==> config.mk <==
export PLATFORM = sky130hd
export DESIGN_NAME = cms_status
export DESIGN_NICKNAME = d
export VERILOG_FILES = /design/src/hw/cms_pkg.sv /design/src/hw/cms_status.sv
export VERILOG_INCLUDE_DIRS = /design/src /design/src/hw
export SDC_FILE = /design/constraint.sdc
export NUM_CORES = 1
export LEC_CHECK = 0
export BUFFER_PORTS_ARGS = -buffer_cell sky130_fd_sc_hd__buf_2
export CAP_MARGIN = 25
export CORE_MARGIN = 1
export CORE_UTILIZATION = 47
export DETAILED_ROUTE_END_ITERATION = 10
export HOLD_SLACK_MARGIN = 0.15
export PLACE_DENSITY = 0.72
export SLEW_MARGIN = 20
export SYNTH_ARGS = -nofsm -noshare
export SYNTH_HDL_FRONTEND = slang
export SYNTH_SLANG_ARGS = --single-unit
==> constraint.sdc <==
create_clock -name mclk -period 4.53 [get_ports mclk]
set_clock_uncertainty 0.1 [all_clocks]
set_input_delay 0.906 -clock mclk [delete_from_list [all_inputs] [get_ports mclk]]
set_output_delay 0.906 -clock mclk [all_outputs]
set_load 0.005 [all_outputs]
==> src/hw/cms_defs.svh <==
// Register offsets, field positions and reset values of the CAN status slice
`ifndef CMS_DEFS_SVH
`define CMS_DEFS_SVH

// ============================================================
// Register map (byte offsets, low address bits)
`define CMS_ADDR_W          8
`define CMS_OFS_TX_STATUS   8'h08
`define CMS_OFS_RX_FIFO0    8'h0C
`define CMS_OFS_RX_FIFO1    8'h10
`define CMS_OFS_IRQ_ENABLE  8'h14
`define CMS_OFS_CORE_STATUS 8'h18

// ============================================================
// Transmit status fields, per-mailbox fields at 8 * mailbox
`define CMS_MBX_STRIDE      8
`define CMS_TX_DONE         0
`define CMS_TX_OK           1
`define CMS_TX_ALOST        2
`define CMS_TX_FAIL         3
`define CMS_TX_ABORT        7
`define CMS_TX_CODE         24
`define CMS_TX_EMPTY        26
`define CMS_TX_LOW          29
`define CMS_TX_EMPTY_RST    3'b111

// ============================================================
// Receive FIFO status fields
`define CMS_RX_COUNT        0
`define CMS_RX_FULL         3
`define CMS_RX_OVR          4
`define CMS_RX_REL          5

// ============================================================
// Interrupt enable fields
`define CMS_IE_SLEEP        17
`define CMS_IE_WAKE         16
`define CMS_IE_ERR          15
`define CMS_IE_LEC          11
`define CMS_IE_BOFF         10
`define CMS_IE_RW_MASK      32'h0003_8F7F

// ============================================================
// Core status and control fields
`define CMS_CS_INIT_MODE_ACK         0
`define CMS_CS_ERROR_EVENT_FLAG         2
`define CMS_CS_LEC          4
`define CMS_CS_TX_ORDER_PRIORITY_SELECT         8

// ============================================================
// Bus encodings
`define CMS_HTRANS_NSEQ_BIT 1
`define CMS_HRESP_OKAY      1'b0

`endif

==> src/hw/cms_pkg.sv <==
// Types shared by the CAN status slice
package cms_pkg;

    // Fault codes of the last-fault field
    typedef enum logic [2:0] {
        CMS_FAULT_NONE   = 3'h0,
        CMS_FAULT_STUFF  = 3'h1,
        CMS_FAULT_FORM   = 3'h2,
        CMS_FAULT_ACK    = 3'h3,
        CMS_FAULT_REC    = 3'h4,
        CMS_FAULT_DOM    = 3'h5,
        CMS_FAULT_CRC    = 3'h6,
        CMS_FAULT_SW     = 3'h7
    } cms_fault_e;

    typedef logic [1:0] cms_count_t;

endpackage

==> src/hw/cms_status.sv <==
// CAN mailbox, receive FIFO status and interrupt enable slice with AHB-Lite slave
// Functional notes
// - Mailbox empty flags, reset to one
// - Read-only lowest-priority flag per mailbox
// - Code field names lowest-priority mailbox
// - Abort bit set by one, hardware clears
// - Failure flag set by hardware, write-one clears
// - Arbitration-lost flag, write-one clears
// - Success flag reflects last send result
// - Request-done flag on send or abort completion
// - Release bit drops head message, self-clears
// - Overrun flag when arrival hits full FIFO
// - Full flag when FIFO holds three
// - Two-bit pending count, resets to zero
// - Second independent FIFO at own offset
// - Sleep interrupt gated by its enable
// - Wake interrupt gated by its enable
// - Master enable gates error interrupt
// - Fault code always updates, event gated
// - Init acknowledge low outside init mode
// - Fault codes, software seven, clean clears
// - Priority by identifier or request order
// - Bus-off sets error event when enabled
// - Error event flag, write-one clears
//
// Local design decision: the AHB-Lite slave port.
`timescale 1ns/1ps
`include "cms_defs.svh"

module cms_status #(
    parameter int MSG_W = 8
) (
    input  wire logic             mclk,
    input  wire logic             rst_n,
    input  wire logic             clk_en,
    input  wire logic             hsel,
    input  wire logic [31:0]      haddr,
    input  wire logic [1:0]       htrans,
    input  wire logic             hwrite,
    input  wire logic [2:0]       hsize,
    input  wire logic [31:0]      hwdata,
    input  wire logic             hready,
    output logic      [31:0]      hrdata,
    output logic                  hreadyout,
    output logic                  hresp,
    input  wire logic [2:0]       tx_request,
    input  wire logic [2:0]       tx_done_ok,
    input  wire logic [2:0]       tx_done_fail,
    input  wire logic [2:0]       tx_arb_lost,
    input  wire logic [2:0]       tx_abort_ack,
    input  wire logic [28:0]      tx_ident_0,
    input  wire logic [28:0]      tx_ident_1,
    input  wire logic [28:0]      tx_ident_2,
    output logic      [2:0]       tx_abort_req,
    input  wire logic [1:0]       rx_arrive,
    input  wire logic [MSG_W-1:0] rx_msg_0,
    input  wire logic [MSG_W-1:0] rx_msg_1,
    output logic      [MSG_W-1:0] rx_head_0,
    output logic      [MSG_W-1:0] rx_head_1,
    input  wire logic             err_detect,
    input  wire logic [2:0]       err_code,
    input  wire logic             xfer_clean,
    input  wire logic             bus_off_enter,
    input  wire logic             sleep_enter,
    input  wire logic             wake_event,
    input  wire logic             init_mode_active,
    output logic                  err_irq,
    output logic                  sleep_irq,
    output logic                  wake_irq
);

    // ============================================================
    // Parameter check
    if (MSG_W < 1) begin : g_bad_width
        $error("MSG_W must be at least one");
    end

    // ============================================================
    // Bus slave state
    logic                  dp_write;
    logic                  next_dp_write;
    logic [`CMS_ADDR_W-1:0] dp_addr;
    logic [`CMS_ADDR_W-1:0] next_dp_addr;
    logic [31:0]           next_hrdata;
    logic                  ap_take;
    logic                  wr_tx;
    logic                  wr_rx0;
    logic                  wr_rx1;
    logic                  wr_ie;
    logic                  wr_cs;

    // Mailbox state
    logic [2:0]            empty;
    logic [2:0]            next_empty;
    logic [2:0]            abort;
    logic [2:0]            next_abort;
    logic [2:0]            fail;
    logic [2:0]            next_fail;
    logic [2:0]            alost;
    logic [2:0]            next_alost;
    logic [2:0]            okflag;
    logic [2:0]            next_okflag;
    logic [2:0]            done;
    logic [2:0]            next_done;
    logic [1:0]            rank [3];
    logic [1:0]            next_rank [3];
    logic [1:0]            code;
    logic [1:0]            next_code;
    logic [2:0]            low;
    logic [28:0]           ident [3];

    // Receive FIFO state
    cms_pkg::cms_count_t   rx_cnt [2];
    cms_pkg::cms_count_t   next_rx_cnt [2];
    logic [1:0]            rx_full;
    logic [1:0]            next_rx_full;
    logic [1:0]            rx_ovr;
    logic [1:0]            next_rx_ovr;
    logic [1:0]            rx_rel;
    logic [1:0]            next_rx_rel;
    logic [MSG_W-1:0]      rx_mem [2][3];
    logic [MSG_W-1:0]      next_rx_mem [2][3];
    logic [MSG_W-1:0]      rx_in [2];
    logic [1:0]            wr_rx;

    // Error and enable state
    logic [31:0]           ien;
    logic [31:0]           next_ien;
    logic                  error_event_flag;
    logic                  next_error_event_flag;
    logic [2:0]            last_fault_code;
    logic [2:0]            next_lec;
    logic                  tx_order_priority_select;
    logic                  next_tx_order_priority_select;
    logic                  init_mode_ack;
    logic                  next_init_mode_ack;

    // ============================================================
    // Bus decode
    assign ap_take   = hsel && hready && htrans[`CMS_HTRANS_NSEQ_BIT];
    assign hreadyout = 1'b1;
    assign hresp     = `CMS_HRESP_OKAY;
    assign wr_tx     = dp_write && (dp_addr == `CMS_OFS_TX_STATUS);
    assign wr_rx0    = dp_write && (dp_addr == `CMS_OFS_RX_FIFO0);
    assign wr_rx1    = dp_write && (dp_addr == `CMS_OFS_RX_FIFO1);
    assign wr_ie     = dp_write && (dp_addr == `CMS_OFS_IRQ_ENABLE);
    assign wr_cs     = dp_write && (dp_addr == `CMS_OFS_CORE_STATUS);
    assign wr_rx     = {wr_rx1, wr_rx0};
    assign ident[0]  = tx_ident_0;
    assign ident[1]  = tx_ident_1;
    assign ident[2]  = tx_ident_2;
    assign rx_in[0]  = rx_msg_0;
    assign rx_in[1]  = rx_msg_1;

    // Address phase capture and read data from next-state values, except code, empty, low and init_mode_ack
    always_comb begin
        next_dp_write = ap_take && hwrite;
        next_dp_addr  = haddr[`CMS_ADDR_W-1:0];
        next_hrdata   = hrdata;
        if (ap_take && !hwrite) begin
            next_hrdata = 32'h0000_0000;  // Unmapped and reserved read zero
            case (haddr[`CMS_ADDR_W-1:0])
                `CMS_OFS_TX_STATUS: begin
                    for (int i = 0; i < 3; i++) begin
                        next_hrdata[i*`CMS_MBX_STRIDE + `CMS_TX_DONE]  = next_done[i];
                        next_hrdata[i*`CMS_MBX_STRIDE + `CMS_TX_OK]    = next_okflag[i];
                        next_hrdata[i*`CMS_MBX_STRIDE + `CMS_TX_ALOST] = next_alost[i];
                        next_hrdata[i*`CMS_MBX_STRIDE + `CMS_TX_FAIL]  = next_fail[i];
                        next_hrdata[i*`CMS_MBX_STRIDE + `CMS_TX_ABORT] = next_abort[i];
                    end
                    next_hrdata[`CMS_TX_CODE +: 2]  = code;
                    next_hrdata[`CMS_TX_EMPTY +: 3] = empty;
                    next_hrdata[`CMS_TX_LOW +: 3]   = low;
                end
                `CMS_OFS_RX_FIFO0, `CMS_OFS_RX_FIFO1: begin
                    for (int f = 0; f < 2; f++) begin
                        if (haddr[`CMS_ADDR_W-1:0] == (f == 0 ? `CMS_OFS_RX_FIFO0
                                                              : `CMS_OFS_RX_FIFO1)) begin
                            next_hrdata[`CMS_RX_COUNT +: 2] = next_rx_cnt[f];
                            next_hrdata[`CMS_RX_FULL]       = next_rx_full[f];
                            next_hrdata[`CMS_RX_OVR]        = next_rx_ovr[f];
                            next_hrdata[`CMS_RX_REL]        = next_rx_rel[f];
                        end
                    end
                end
                `CMS_OFS_IRQ_ENABLE: begin
                    next_hrdata = next_ien;
                end
                `CMS_OFS_CORE_STATUS: begin
                    next_hrdata[`CMS_CS_INIT_MODE_ACK]     = init_mode_ack;
                    next_hrdata[`CMS_CS_ERROR_EVENT_FLAG]     = next_error_event_flag;
                    next_hrdata[`CMS_CS_LEC +: 3] = next_lec;
                    next_hrdata[`CMS_CS_TX_ORDER_PRIORITY_SELECT]     = next_tx_order_priority_select;
                end
                default: next_hrdata = 32'h0000_0000;
            endcase
        end
    end

    // Bus registers
    always_ff @(posedge mclk or negedge rst_n) begin
        if (!rst_n) begin
            dp_write <= 1'b0;
            dp_addr  <= '0;
            hrdata   <= 32'h0000_0000;
        end else if (clk_en) begin
            dp_write <= next_dp_write;
            dp_addr  <= next_dp_addr;
            hrdata   <= next_hrdata;
        end
    end

    // ============================================================
    // Mailbox flags, ranks and lowest-priority pick
    always_comb begin
        logic [2:0] pend;
        logic [2:0] leave;
        logic [2:0] clr;
        logic [1:0] best;
        logic       have;
        logic [1:0] cnt;
        pend  = ~empty;
        leave = (tx_done_ok | tx_done_fail | tx_abort_ack) & pend;
        best  = 2'd0;
        have  = 1'b0;
        cnt   = 2'h0;
        for (int i = 0; i < 3; i++) begin
            clr[i] = wr_tx && hwdata[i*`CMS_MBX_STRIDE + `CMS_TX_OK];
            next_empty[i] = (empty[i] && !tx_request[i]) || leave[i];
            next_abort[i] = (abort[i] || (wr_tx && pend[i]
                            && hwdata[i*`CMS_MBX_STRIDE + `CMS_TX_ABORT]))
                            && !leave[i] && !empty[i];
            next_fail[i]  = (fail[i] && !(wr_tx
                            && hwdata[i*`CMS_MBX_STRIDE + `CMS_TX_FAIL]))
                            || tx_done_fail[i];
            next_alost[i] = (alost[i] && !(wr_tx
                            && hwdata[i*`CMS_MBX_STRIDE + `CMS_TX_ALOST]))
                            || tx_arb_lost[i];
            if (tx_done_ok[i]) begin
                next_okflag[i] = 1'b1;
            end else if (tx_done_fail[i]) begin
                next_okflag[i] = 1'b0;
            end else begin
                next_okflag[i] = okflag[i] && !clr[i];
            end
            next_done[i]  = (done[i] && !(wr_tx
                            && hwdata[i*`CMS_MBX_STRIDE + `CMS_TX_DONE]))
                            || tx_done_ok[i] || tx_done_fail[i]
                            || tx_abort_ack[i];
        end
        // Request order: rank counts older pending mailboxes
        for (int i = 0; i < 3; i++) begin
            cnt = rank[i];
            for (int j = 0; j < 3; j++) begin
                if (leave[j] && rank[j] < rank[i]) begin
                    cnt = cnt - 2'd1;
                end
            end
            if (tx_request[i] && empty[i]) begin
                cnt = 2'd0;
                for (int j = 0; j < 3; j++) begin
                    if (j != i && ((pend[j] && !leave[j])
                        || (tx_request[j] && empty[j] && j < i))) begin
                        cnt = cnt + 2'd1;
                    end
                end
            end
            next_rank[i] = cnt;
        end
        // Lowest priority: largest identifier or newest request
        for (int i = 0; i < 3; i++) begin
            if (pend[i] && (!have || (tx_order_priority_select ? rank[i] >= rank[best]
                                           : ident[i] >= ident[best]))) begin
                best = 2'(i);
                have = 1'b1;
            end
        end
        low = have ? (3'b001 << best) : 3'b000;
        next_code = have ? best : code;
    end

    // Mailbox registers
    always_ff @(posedge mclk or negedge rst_n) begin
        if (!rst_n) begin
            empty  <= `CMS_TX_EMPTY_RST;
            abort  <= 3'h0;
            fail   <= 3'h0;
            alost  <= 3'h0;
            okflag <= 3'h0;
            done   <= 3'h0;
            code   <= 2'h0;
            rank   <= '{default: 2'h0};
        end else if (clk_en) begin
            empty  <= next_empty;
            abort  <= next_abort;
            fail   <= next_fail;
            alost  <= next_alost;
            okflag <= next_okflag;
            done   <= next_done;
            code   <= next_code;
            rank   <= next_rank;
        end
    end

    assign tx_abort_req = abort;

    // ============================================================
    // Receive FIFOs: head in slot zero, shift on release
    always_comb begin
        logic                pop;
        logic                push;
        cms_pkg::cms_count_t base;
        pop  = 1'b0;
        push = 1'b0;
        base = 2'h0;
        for (int f = 0; f < 2; f++) begin
            pop  = rx_rel[f] && (rx_cnt[f] != 2'd0);
            base = pop ? rx_cnt[f] - 2'd1 : rx_cnt[f];
            push = rx_arrive[f] && (base != 2'd3);
            for (int k = 0; k < 3; k++) begin
                next_rx_mem[f][k] = (pop && k < 2) ? rx_mem[f][k+1] : rx_mem[f][k];
            end
            if (push) begin
                next_rx_mem[f][base] = rx_in[f];
            end
            next_rx_cnt[f]  = push ? base + 2'd1 : base;
            next_rx_rel[f]  = wr_rx[f] && hwdata[`CMS_RX_REL];
            next_rx_ovr[f]  = (rx_ovr[f] && !(wr_rx[f] && hwdata[`CMS_RX_OVR]))
                              || (rx_arrive[f] && !push);
            next_rx_full[f] = (rx_full[f] && !(wr_rx[f] && hwdata[`CMS_RX_FULL]))
                              || (push && base == 2'd2);
        end
    end

    // Receive FIFO registers
    always_ff @(posedge mclk or negedge rst_n) begin
        if (!rst_n) begin
            rx_full <= 2'h0;
            rx_ovr  <= 2'h0;
            rx_rel  <= 2'h0;
            for (int f = 0; f < 2; f++) begin
                rx_cnt[f] <= 2'h0;
                for (int k = 0; k < 3; k++) begin
                    rx_mem[f][k] <= '0;
                end
            end
        end else if (clk_en) begin
            rx_full <= next_rx_full;
            rx_ovr  <= next_rx_ovr;
            rx_rel  <= next_rx_rel;
            rx_cnt  <= next_rx_cnt;
            rx_mem  <= next_rx_mem;
        end
    end

    assign rx_head_0 = rx_mem[0][0];
    assign rx_head_1 = rx_mem[1][0];

    // ============================================================
    // Enables, fault code and error event
    always_comb begin
        next_ien  = wr_ie ? (hwdata & `CMS_IE_RW_MASK) : ien;
        next_tx_order_priority_select = wr_cs ? hwdata[`CMS_CS_TX_ORDER_PRIORITY_SELECT] : tx_order_priority_select;
        next_init_mode_ack = init_mode_active;
        next_lec  = last_fault_code;
        if (wr_cs) begin
            next_lec = hwdata[`CMS_CS_LEC +: 3];
        end
        if (err_detect) begin
            next_lec = err_code;
        end else if (xfer_clean) begin
            next_lec = cms_pkg::CMS_FAULT_NONE;
        end
        next_error_event_flag = (error_event_flag && !(wr_cs && hwdata[`CMS_CS_ERROR_EVENT_FLAG]))
                    || (err_detect && ien[`CMS_IE_LEC])
                    || (bus_off_enter && ien[`CMS_IE_BOFF]);
    end

    // Enable and error registers
    always_ff @(posedge mclk or negedge rst_n) begin
        if (!rst_n) begin
            ien  <= 32'h0000_0000;
            tx_order_priority_select <= 1'b0;
            init_mode_ack <= 1'b0;
            last_fault_code  <= cms_pkg::CMS_FAULT_NONE;
            error_event_flag <= 1'b0;
        end else if (clk_en) begin
            ien  <= next_ien;
            tx_order_priority_select <= next_tx_order_priority_select;
            init_mode_ack <= next_init_mode_ack;
            last_fault_code  <= next_lec;
            error_event_flag <= next_error_event_flag;
        end
    end

    // Interrupt outputs
    assign err_irq   = error_event_flag && ien[`CMS_IE_ERR];
    assign sleep_irq = clk_en && sleep_enter && ien[`CMS_IE_SLEEP];
    assign wake_irq  = clk_en && wake_event && ien[`CMS_IE_WAKE];

endmodule // cms_status

-- Word level (Yosys, flattened, before mapping)
Index checks and enable logic that the tools add are counted.
- bits in registers: 163
- latch bits: 0
- logic and storage cells: 326
- bits in writable memories: 0
- input bits: 204
- memories kept: 0
- bits in read-only memories: 0
- add/sub/neg operators: 16
- equal/unequal tests: 14
- bitwise logic cells: 7
- reduce and logical (&&, ||, !) cells: 163
- divide/modulo/power cells: 0
- multiply operators: 0
- shift operators: 1
- multiplexer cells: 78
- magnitude comparators: 18
- operator list (operator ; count):
    $logic_and A1 B1 Y1 ; 94
    $bmux W29 S2 ; 1
    $ge A29 B29 Y1 ; 2
    $mux W29 ; 2
    $mux W2 ; 27
    $bwmux W24 ; 2
    $eq A8 B5 Y1 const B ; 6
    $mux W24 ; 2
    $mux W8 ; 6
    $demux W8 S2 ; 2
    $eq A8 B4 Y1 const B ; 4
    $mux W32 ; 1
    $logic_not A1 Y1 ; 31
    $logic_or A1 B1 Y1 ; 31
    $mux W3 ; 8
    $sub A2 B1 Y2 const B ; 11
    $lt A2 B2 Y1 ; 9
    $pmux W9 S2 ; 1
    $mux W1 ; 15
    $pmux W1 S3 ; 4
    $add A2 B1 Y2 const B ; 5
    $pmux W5 S2 ; 1
    $ge A3 B3 Y1 const B ; 3
    $not A2 Y3 ; 3
    other kinds (16) ; 26

-- Depth between registers and ports, before layout
Gate-level depths: netlist of the first run.
- word-level depth: 18
- gate-level depth with buffers: 16

-- Worst setup path before layout of the first run
No wires, ideal clock.
- path kind: input -> register
- start: input tx_ident_0[19]
- end: register hrdata[29]
- path slack: -111 ps
- setup time: 120 ps
- required time: 4310 ps
- arrival time: 4421 ps
- buffers on the path: 1
- cell stages on the path: 16
- path through: inv_1 ha_1 a21o_1 a211o_1 a221oi_1 o2bb2ai_1 a21oi_1 buf_2 mux2i_1 ha_1 nand4_1 or2_2 nor4_1 o21ai_0 a311o_1 a31o_2
- cells in the longest elaborated chain, start to end: 17
- ends and longest elaborated chain (item ; RTL line ; RTL):
    from (decl) ; cms_status.sv:51 ; input wire logic [28:0] tx_ident_0,
    $ge A29 B29 Y1 ; cms_status.sv:273 ; : ident[i] >= ident[best]))) begin
    $mux W1 ; cms_status.sv:272 ; if (pend[i] && (!have || (tx_order_priority_select ? rank[i] >= rank[best]
    $logic_or A1 B1 Y1 ; cms_status.sv:272 ;
    $logic_and A1 B1 Y1 ; cms_status.sv:272 ;
    $mux W1 ; cms_status.sv:272 ;
    $not A2 Y3 (implied by the code) ; cms_status.sv:272, cms_status.sv:273 ;
    $bmux W29 S2 / $bmux W2 S2 (equally long branches) ; cms_status.sv:273, cms_status.sv:272 ;
    $mux W29 (implied by the code) / $mux W2 (equally long branches) (2 in series) ; cms_status.sv:273, cms_status.sv:272 ;
    $ge A29 B29 Y1 / $ge A2 B2 Y1 (equally long branches) ; cms_status.sv:273, cms_status.sv:272 ;
    $mux W1 ; cms_status.sv:272 ;
    $logic_or A1 B1 Y1 ; cms_status.sv:272 ;
    $logic_and A1 B1 Y1 ; cms_status.sv:272 ;
    $mux W2 ; cms_status.sv:272 ;
    $shl A1 B2 Y3 ; cms_status.sv:278 ; low = have ? (3'b001 << best) : 3'b000;
    $mux W3 (*) ; cms_status.sv:278 ;
    $pmux W9 S2 (*) ; cms_status.sv:162 ; case (haddr[`CMS_ADDR_W-1:0])
    to (signal assigned) ; cms_status.sv:209 ; hrdata <= next_hrdata;
    to (decl) ; cms_status.sv:43 ; output logic [31:0] hrdata,
Every way passes the cells marked *; elsewhere a longest branch is shown, timed or not. The select of a mux whose other input is x is not followed.
A chain may end at the register's enable or synchronous reset.

-- Worst setup path after layout of the first run
- start: input tx_ident_0[28]
- end: register hrdata[29]
Same word-level chain as after synthesis.

==> results of run 1 <==
==> cell usage after synthesis, types with 12 or more instances <==
cell type  instances  share of area, %
buf_4             18               1.4
ha_1              79                10
clkbuf_1          34               1.3
dfrtp_1          160                41
xnor2_1           12               1.1
mux2_2            44               5.0
nand4_1           12              0.76
a21oi_1           93               4.7
nor2_1            70               2.7
mux2i_1           48               4.9
and2_1            23               1.5
inv_1             55               2.1
o22ai_1           38               2.4
nand3_1           34               1.7
o21ai_0           35               1.8
nand2_1           81               3.1
==> cells in the final DEF, fill, tap and decap left out, types with 9 or more instances in the layout <==
cell type and instances:
xnor2_1 12, nand4_1 12, clkbuf_16 17, o22a_1 9, ha_1 79, mux2_2 44
nor2_1 70, and2_1 23, a22o_1 9, inv_1 55, buf_4 21, o22ai_1 38
nand2_1 81, mux2i_1 48, nand3_1 34, buf_2 213, a21oi_1 92, o21ai_0 33
dfrtp_1 160
==> sequential cells by signal (all words and copies together) (netlist names), 4 cells and up, named ones only <==
register / cells
rx_mem: 16
ien: 32
rank: 6
rx_head_1: 8
rx_head_0: 8
rx_cnt: 4
hrdata: 32
dp_addr: 8
==> worst max-delay path, delay by kind of cell <==
kind | cells | cell delay (ps)
adders and majority gates | 2 | 610
and+or+nand+nor | 4 | 1030
AOI/OAI and AO/OA | 6 | 1300
buffers and inverters | 4 | 470
muxes | 1 | 130
==> kinds of logic (layout without fill, tap and decap cells) <==
logic type                 count (synthesis)  after routing  synth area share [%]
DFF                                      163            163                 41.32
buffers and inverters                    119            324                 5.458
muxes                                     93             93                 9.992
and+or+nand+nor                          275            275                 13.91
AOI/OAI and AO/OA                        270            270                 17.78
other                                      2              6               0.07602
adders and majority gates                 82             82                 10.31
xor gates and xnor gates                  13             13                 1.152
==> through the flow <==
stage	area (µm²)	power [mW]	utilization (%)	TNS [ps]	hold WS, ps
after floorplan	9891	3.049	-	0	344.3
after global placement	11180	3.386	54.74	-1038	344.9
final	11840	4.965	57.94	0	359.7
after CTS	11800	4.982	57.76	0	365.9
after global routing	11830	5.287	57.91	0	376.5
after detailed placement	11180	3.463	54.74	-1228	351.2
==> per-layer routing <==
metal  track usage [%]  part of all wire, %
met3             4.876                  6.0
met5                 0                    0
met2             41.99                   49
met1             30.76                   42
met4             8.454                  2.2
==> cell type report <==
class                      count  area (µm²)  area share, %
antenna                        4       10.01        0.08457
clock buffer                  20       466.7          3.943
clock inverter                11       150.1          1.268
inverter                      55       206.4          1.744
multi-input combinational    735        5296          44.75
sequential                   163        4083          34.49
tap                          270       337.8          2.854
timing repair buffer         238        1286          10.87
==> timing repair <==
action | CTS | global route
hold buffers | 0 | 0
setup endpoints to repair | 0 | 5
gates resized for setup | 0 | 7
hold endpoints to repair | 0 | 0
==> power breakdown <==
part / switching, mW / leakage (nW) / internal, mW
clock: 0.598 / 0.299 / 0.912
sequential: 0.216 / 2.00 / 1.78
combinational: 0.761 / 3.43 / 0.697
total: 1.58 / 5.73 / 3.39
==> how the worst max path moves through the flow <==
stage | start | end | slack [ps] | cells past startpoint
after floorplan | tx_ident_0[19] | hrdata[29] | 60 | 16
after global placement | tx_ident_0[19] | hrdata[29] | -250 | 17
after detailed placement | tx_ident_0[28] | hrdata[29] | -270 | 17
after CTS | tx_ident_0[19] | hrdata[30] | 160 | 17
after global routing | tx_ident_0[28] | hrdata[30] | 20 | 17
final | tx_ident_0[28] | hrdata[29] | 290 | 17
==> impl_metrics.tcl, run 1 <==
set metrics [dict create \
    whs_endpoint "hrdata[12]" \
    drcViolationCount 0 \
    status "complete, no violations" \
    synth_edf_count 0 \
    cts.sinks 163 \
    p_per_area_nw_per_um2 419.4 \
    synth-main-ff-cell "dfrtp_1" \
    cap_violations 0 \
    grt_pass1_wl_mm 42.01 \
    drt_pass1_iterations 6 \
    timing.final.ws_setup_ps 293.0 \
    grt_usage_pct 24.49 \
    slew_violations 0 \
    dp.cells 1461 \
    finalWeightedCongestion 0.8857 \
    post_cts_buffers 0 \
    first_global_vias 8522 \
    clockRootBuffer "clkbuf_16" \
    reg2reg_to "hrdata[30]" \
    htreeDepth 4 \
    setup_viol 0 \
    ant_nets 0 \
    drtIter0Drc 420 \
    cp.arrival_ps 4460 \
    grt-ovfl-total 0 \
    critPathKind "input port to flip-flop" \
    numCtsBuffers 17 \
    max_freq_mhz 236.0 \
    r2r_setup_slack_ps 730 \
    core_area_um2 20430 \
    antenna_found_initial 4 \
    crit_slowest_cell "nor4_4" \
    die_area_um2 21600 \
    crit_required_ps 4750 \
    routed_via_density 5.705 \
    ys_seq_area_share_pct 41.32 \
    path_cells "buf_2 > inv_1 > ha_1 > nand4_1 > nor4_1 > o21ai_0 > o2bb2ai_1 > a21oi_4 > buf_4 > buf_4 > mux2i_1 > ha_1 > nand4_1 > nor4_4 > a311oi_2 > a311o_1 > a31o_2" \
    clk_latency_ps 430 \
    cts_tree "built" \
    numPortBuffers 215 \
    final_cells 1496 \
    slew_headroom_pct 42.23 \
    clockBufferDepth 2 \
    p_leak_nw 5.728 \
    fp.dieH_um 147.0 \
    grt_max_degree 92 \
    path_max_fanout 6 \
    wire_per_inst_um 17.16 \
    hold_viol 0 \
    fin_crit_sh_pct 93.53 \
    synth.avg_cell_area_um2 9.714 \
    yosys_register_bits 163 \
    synth_warnings 0 \
    num_vias 8534 \
    nets 1493 \
    rsz0062_at_grt "no" \
    crit_path_end_kind "flip-flop" \
    synth.distinct_cells 71 \
    syn_inst 1017 \
    fin_crit_ps 4237 \
    synth_nets 1300 \
    synth_area_um2 9879 \
    cts.clk_slew.worst_paths_ps 70 \
    start_kind "input port" \
    hp-start "hrdata[12]" \
    wl_mm 25.67 \
    min_path_cells 2 \
    areaGrowthSynthToFinish_pct 19.81 \
    n_fill_cell 1808 \
    hold_path_class "flip-flop to flip-flop" \
    peakVddDrop_v 0.0003189 \
    num_rows 52 \
    reg2reg_depth 15 \
    cpPeakStageDelay_ps 370 \
    drive_gt1_share_pct 27.41 \
    hpwl_mm 18.83 \
    r2r_start "rank[2]" \
    tightest_slew_ps 866.5 \
    pre_cts_ws_ps -271.9 \
    io_pins 260 \
    async_flop_share_pct 100.0 \
    die_x_um 147.0 \
    start_util_pct 48.36 \
]
(Power assumes the default switching activity.)
==> inputs of run 2 (changes only) <==
Settings changed: CORE_MARGIN 1 to 1.5.
Clock period 4.53 ns to 5 ns, I/O delays scaled along.
==> impl_metrics.tcl, run 2 (synthesis gave the netlist of run 1 again) <==
set metrics [dict create \
    first_global_vias 8236 \
    cp.arrival_ps 4740 \
    peakVddDrop_v 0.0002727 \
    antenna_found_initial 4 \
    post_cts_buffers 0 \
    cpPeakStageDelay_ps 370 \
    fin_crit_ps 4518 \
    num_rows 52 \
    start_util_pct 48.36 \
    min_path_cells 2 \
    wire_per_inst_um 17.07 \
    num_vias 8401 \
    hold_path_class "flip-flop to flip-flop" \
    crit_slowest_cell "a311o_1" \
    path_cells "buf_2 > inv_1 > ha_1 > a21o_1 > a211o_1 > a221oi_1 > o2bb2ai_1 > a21oi_4 > buf_12 > mux2i_1 > ha_1 > nand4_1 > or2_2 > nor4_1 > a311oi_1 > a311o_1 > a31o_2" \
    mostFrequentLayoutCell "buf_2" \
    rsz0062_at_grt "no" \
    fin_crit_sh_pct 90.36 \
    cts.sinks 163 \
    utilization_pct 57.44 \
    critPathKind "input port to flip-flop" \
    slew_headroom_pct 45.01 \
    slew_violations 0 \
    numCtsBuffers 17 \
    die_area_um2 21900 \
    ant_nets 0 \
    cts_tree "built" \
    die_x_um 148.0 \
    setup_viol 0 \
    max_freq_mhz 221.3 \
    htreeDepth 4 \
    final_cell_mix "buf_2 (213), dfrtp_1 (160), a21oi_1 (92)" \
    path_max_fanout 25 \
    cpMostUsedCell "ha_1" \
    areaGrowthSynthToFinish_pct 18.78 \
    routed_via_density 5.638 \
    nets 1487 \
    clockBufferDepth 2 \
    drt_pass1_iterations 6 \
    tns_ps 0 \
    status "complete, no violations" \
    cts_hold_buffers 0 \
    grt_usage_pct 23.53 \
    clk_latency_ps 430 \
    numPortBuffers 215 \
    p_leak_nw 5.670 \
    reg2reg_depth 15 \
    p_per_area_nw_per_um2 375.3 \
    drcViolationCount 0 \
    drtIter0Drc 478 \
    start_kind "input port" \
    drive_gt1_share_pct 26.95 \
    wl_mm 25.43 \
    cts.clk_slew.worst_paths_ps 70 \
    core_area_um2 20430 \
    crit_required_ps 5220 \
    tightest_slew_ps 813.4 \
    grt_pass1_wl_mm 41.03 \
    n_fill_cell 1802 \
    cts_resized 0 \
    grt_max_degree 105 \
    grt-ovfl-total 0 \
    io_pins 260 \
    top_regs "hrdata x32, ien x32, rx_mem x16" \
    fp.dieH_um 148.0 \
    finalWeightedCongestion 0.8439 \
    hpwl_mm 18.40 \
    crit_path_end_kind "flip-flop" \
    hold_viol 0 \
    cap_violations 0 \
    clockRootBuffer "clkbuf_16" \
]
## run 2: changes by cell type in the layout (fill, tap and decap cells not counted), moves of 2 or more
cell / before / now
inv_8: 0 / 2
clkbuf_8: 3 / 1
o21ai_1: 8 / 6
inv_6: 3 / 6
buf_4: 21 / 16
o21ai_0: 33 / 35
bufinv_16: 3 / 1
## run 2: cell type report
cell class                      instances  area (µm²)  area share [%]
Sequential cell                       163        4083           34.79
Multi-Input combinational cell        735        5274           44.94
Clock buffer                           18       439.2           3.742
Tap cell                              270       337.8           2.879
Clock inverter                         14       142.6           1.215
Antenna cell                            3       7.507         0.06397
Timing Repair Buffer                  232        1245           10.61
Inverter                               55       206.4           1.759
## run 2: worst paths after layout
| path | from | to | slack (ps) |
|---|---|---|---|
| max in group asynchronous | rst_n | empty[1] | 3220 |
| min | hrdata[20] | hrdata[20] | 360 |
| max reg2reg | rank[2] | hrdata[29] | 1030 |
| min in group asynchronous | rst_n | code[1] | 400 |
| max | tx_ident_0[19] | hrdata[29] | 480 |
| min reg2reg | hrdata[20] | hrdata[20] | 360 |
## run 2: where the power goes
group / leakage [nW] / internal, mW / switching, mW / total [mW]
clock: 0.283 / 0.716 / 0.587 / 1.30
sequential: 2.00 / 1.61 / 0.191 / 1.80
combinational: 3.39 / 0.619 / 0.680 / 1.30
## run 2: stage by stage
stage	hold WS (ps)	area (µm²)	setup WS (ps)	instances	power [mW]
6_report	360.6	11740	482.2	1490	4.405
3_5_place_dp	351.0	11120	56.85	1454	3.116
2_1_floorplan	344.3	9879	265.0	1017	2.760
4_1_cts	366.2	11700	489.3	1486	4.425
3_3_place_gp	344.2	11120	106.3	1454	3.056
5_1_grt	393.5	11730	207.2	1488	4.689
## run 2: metal layers
layer  global-route usage (%)  share of wire, %
met3                    5.370               5.8
met1                    30.75                44
met4                    7.030               2.0
met5                        0             0.094
met2                    39.00                48
## run 2: worst max-delay path, delay by kind of cell
| kind | cells | cell delay, ps |
|---|---|---|
| compound gates | 8 | 1850 |
| mux | 1 | 100 |
| simple gates | 3 | 760 |
| fa+ha+maj | 2 | 630 |
| buf+inv | 3 | 360 |
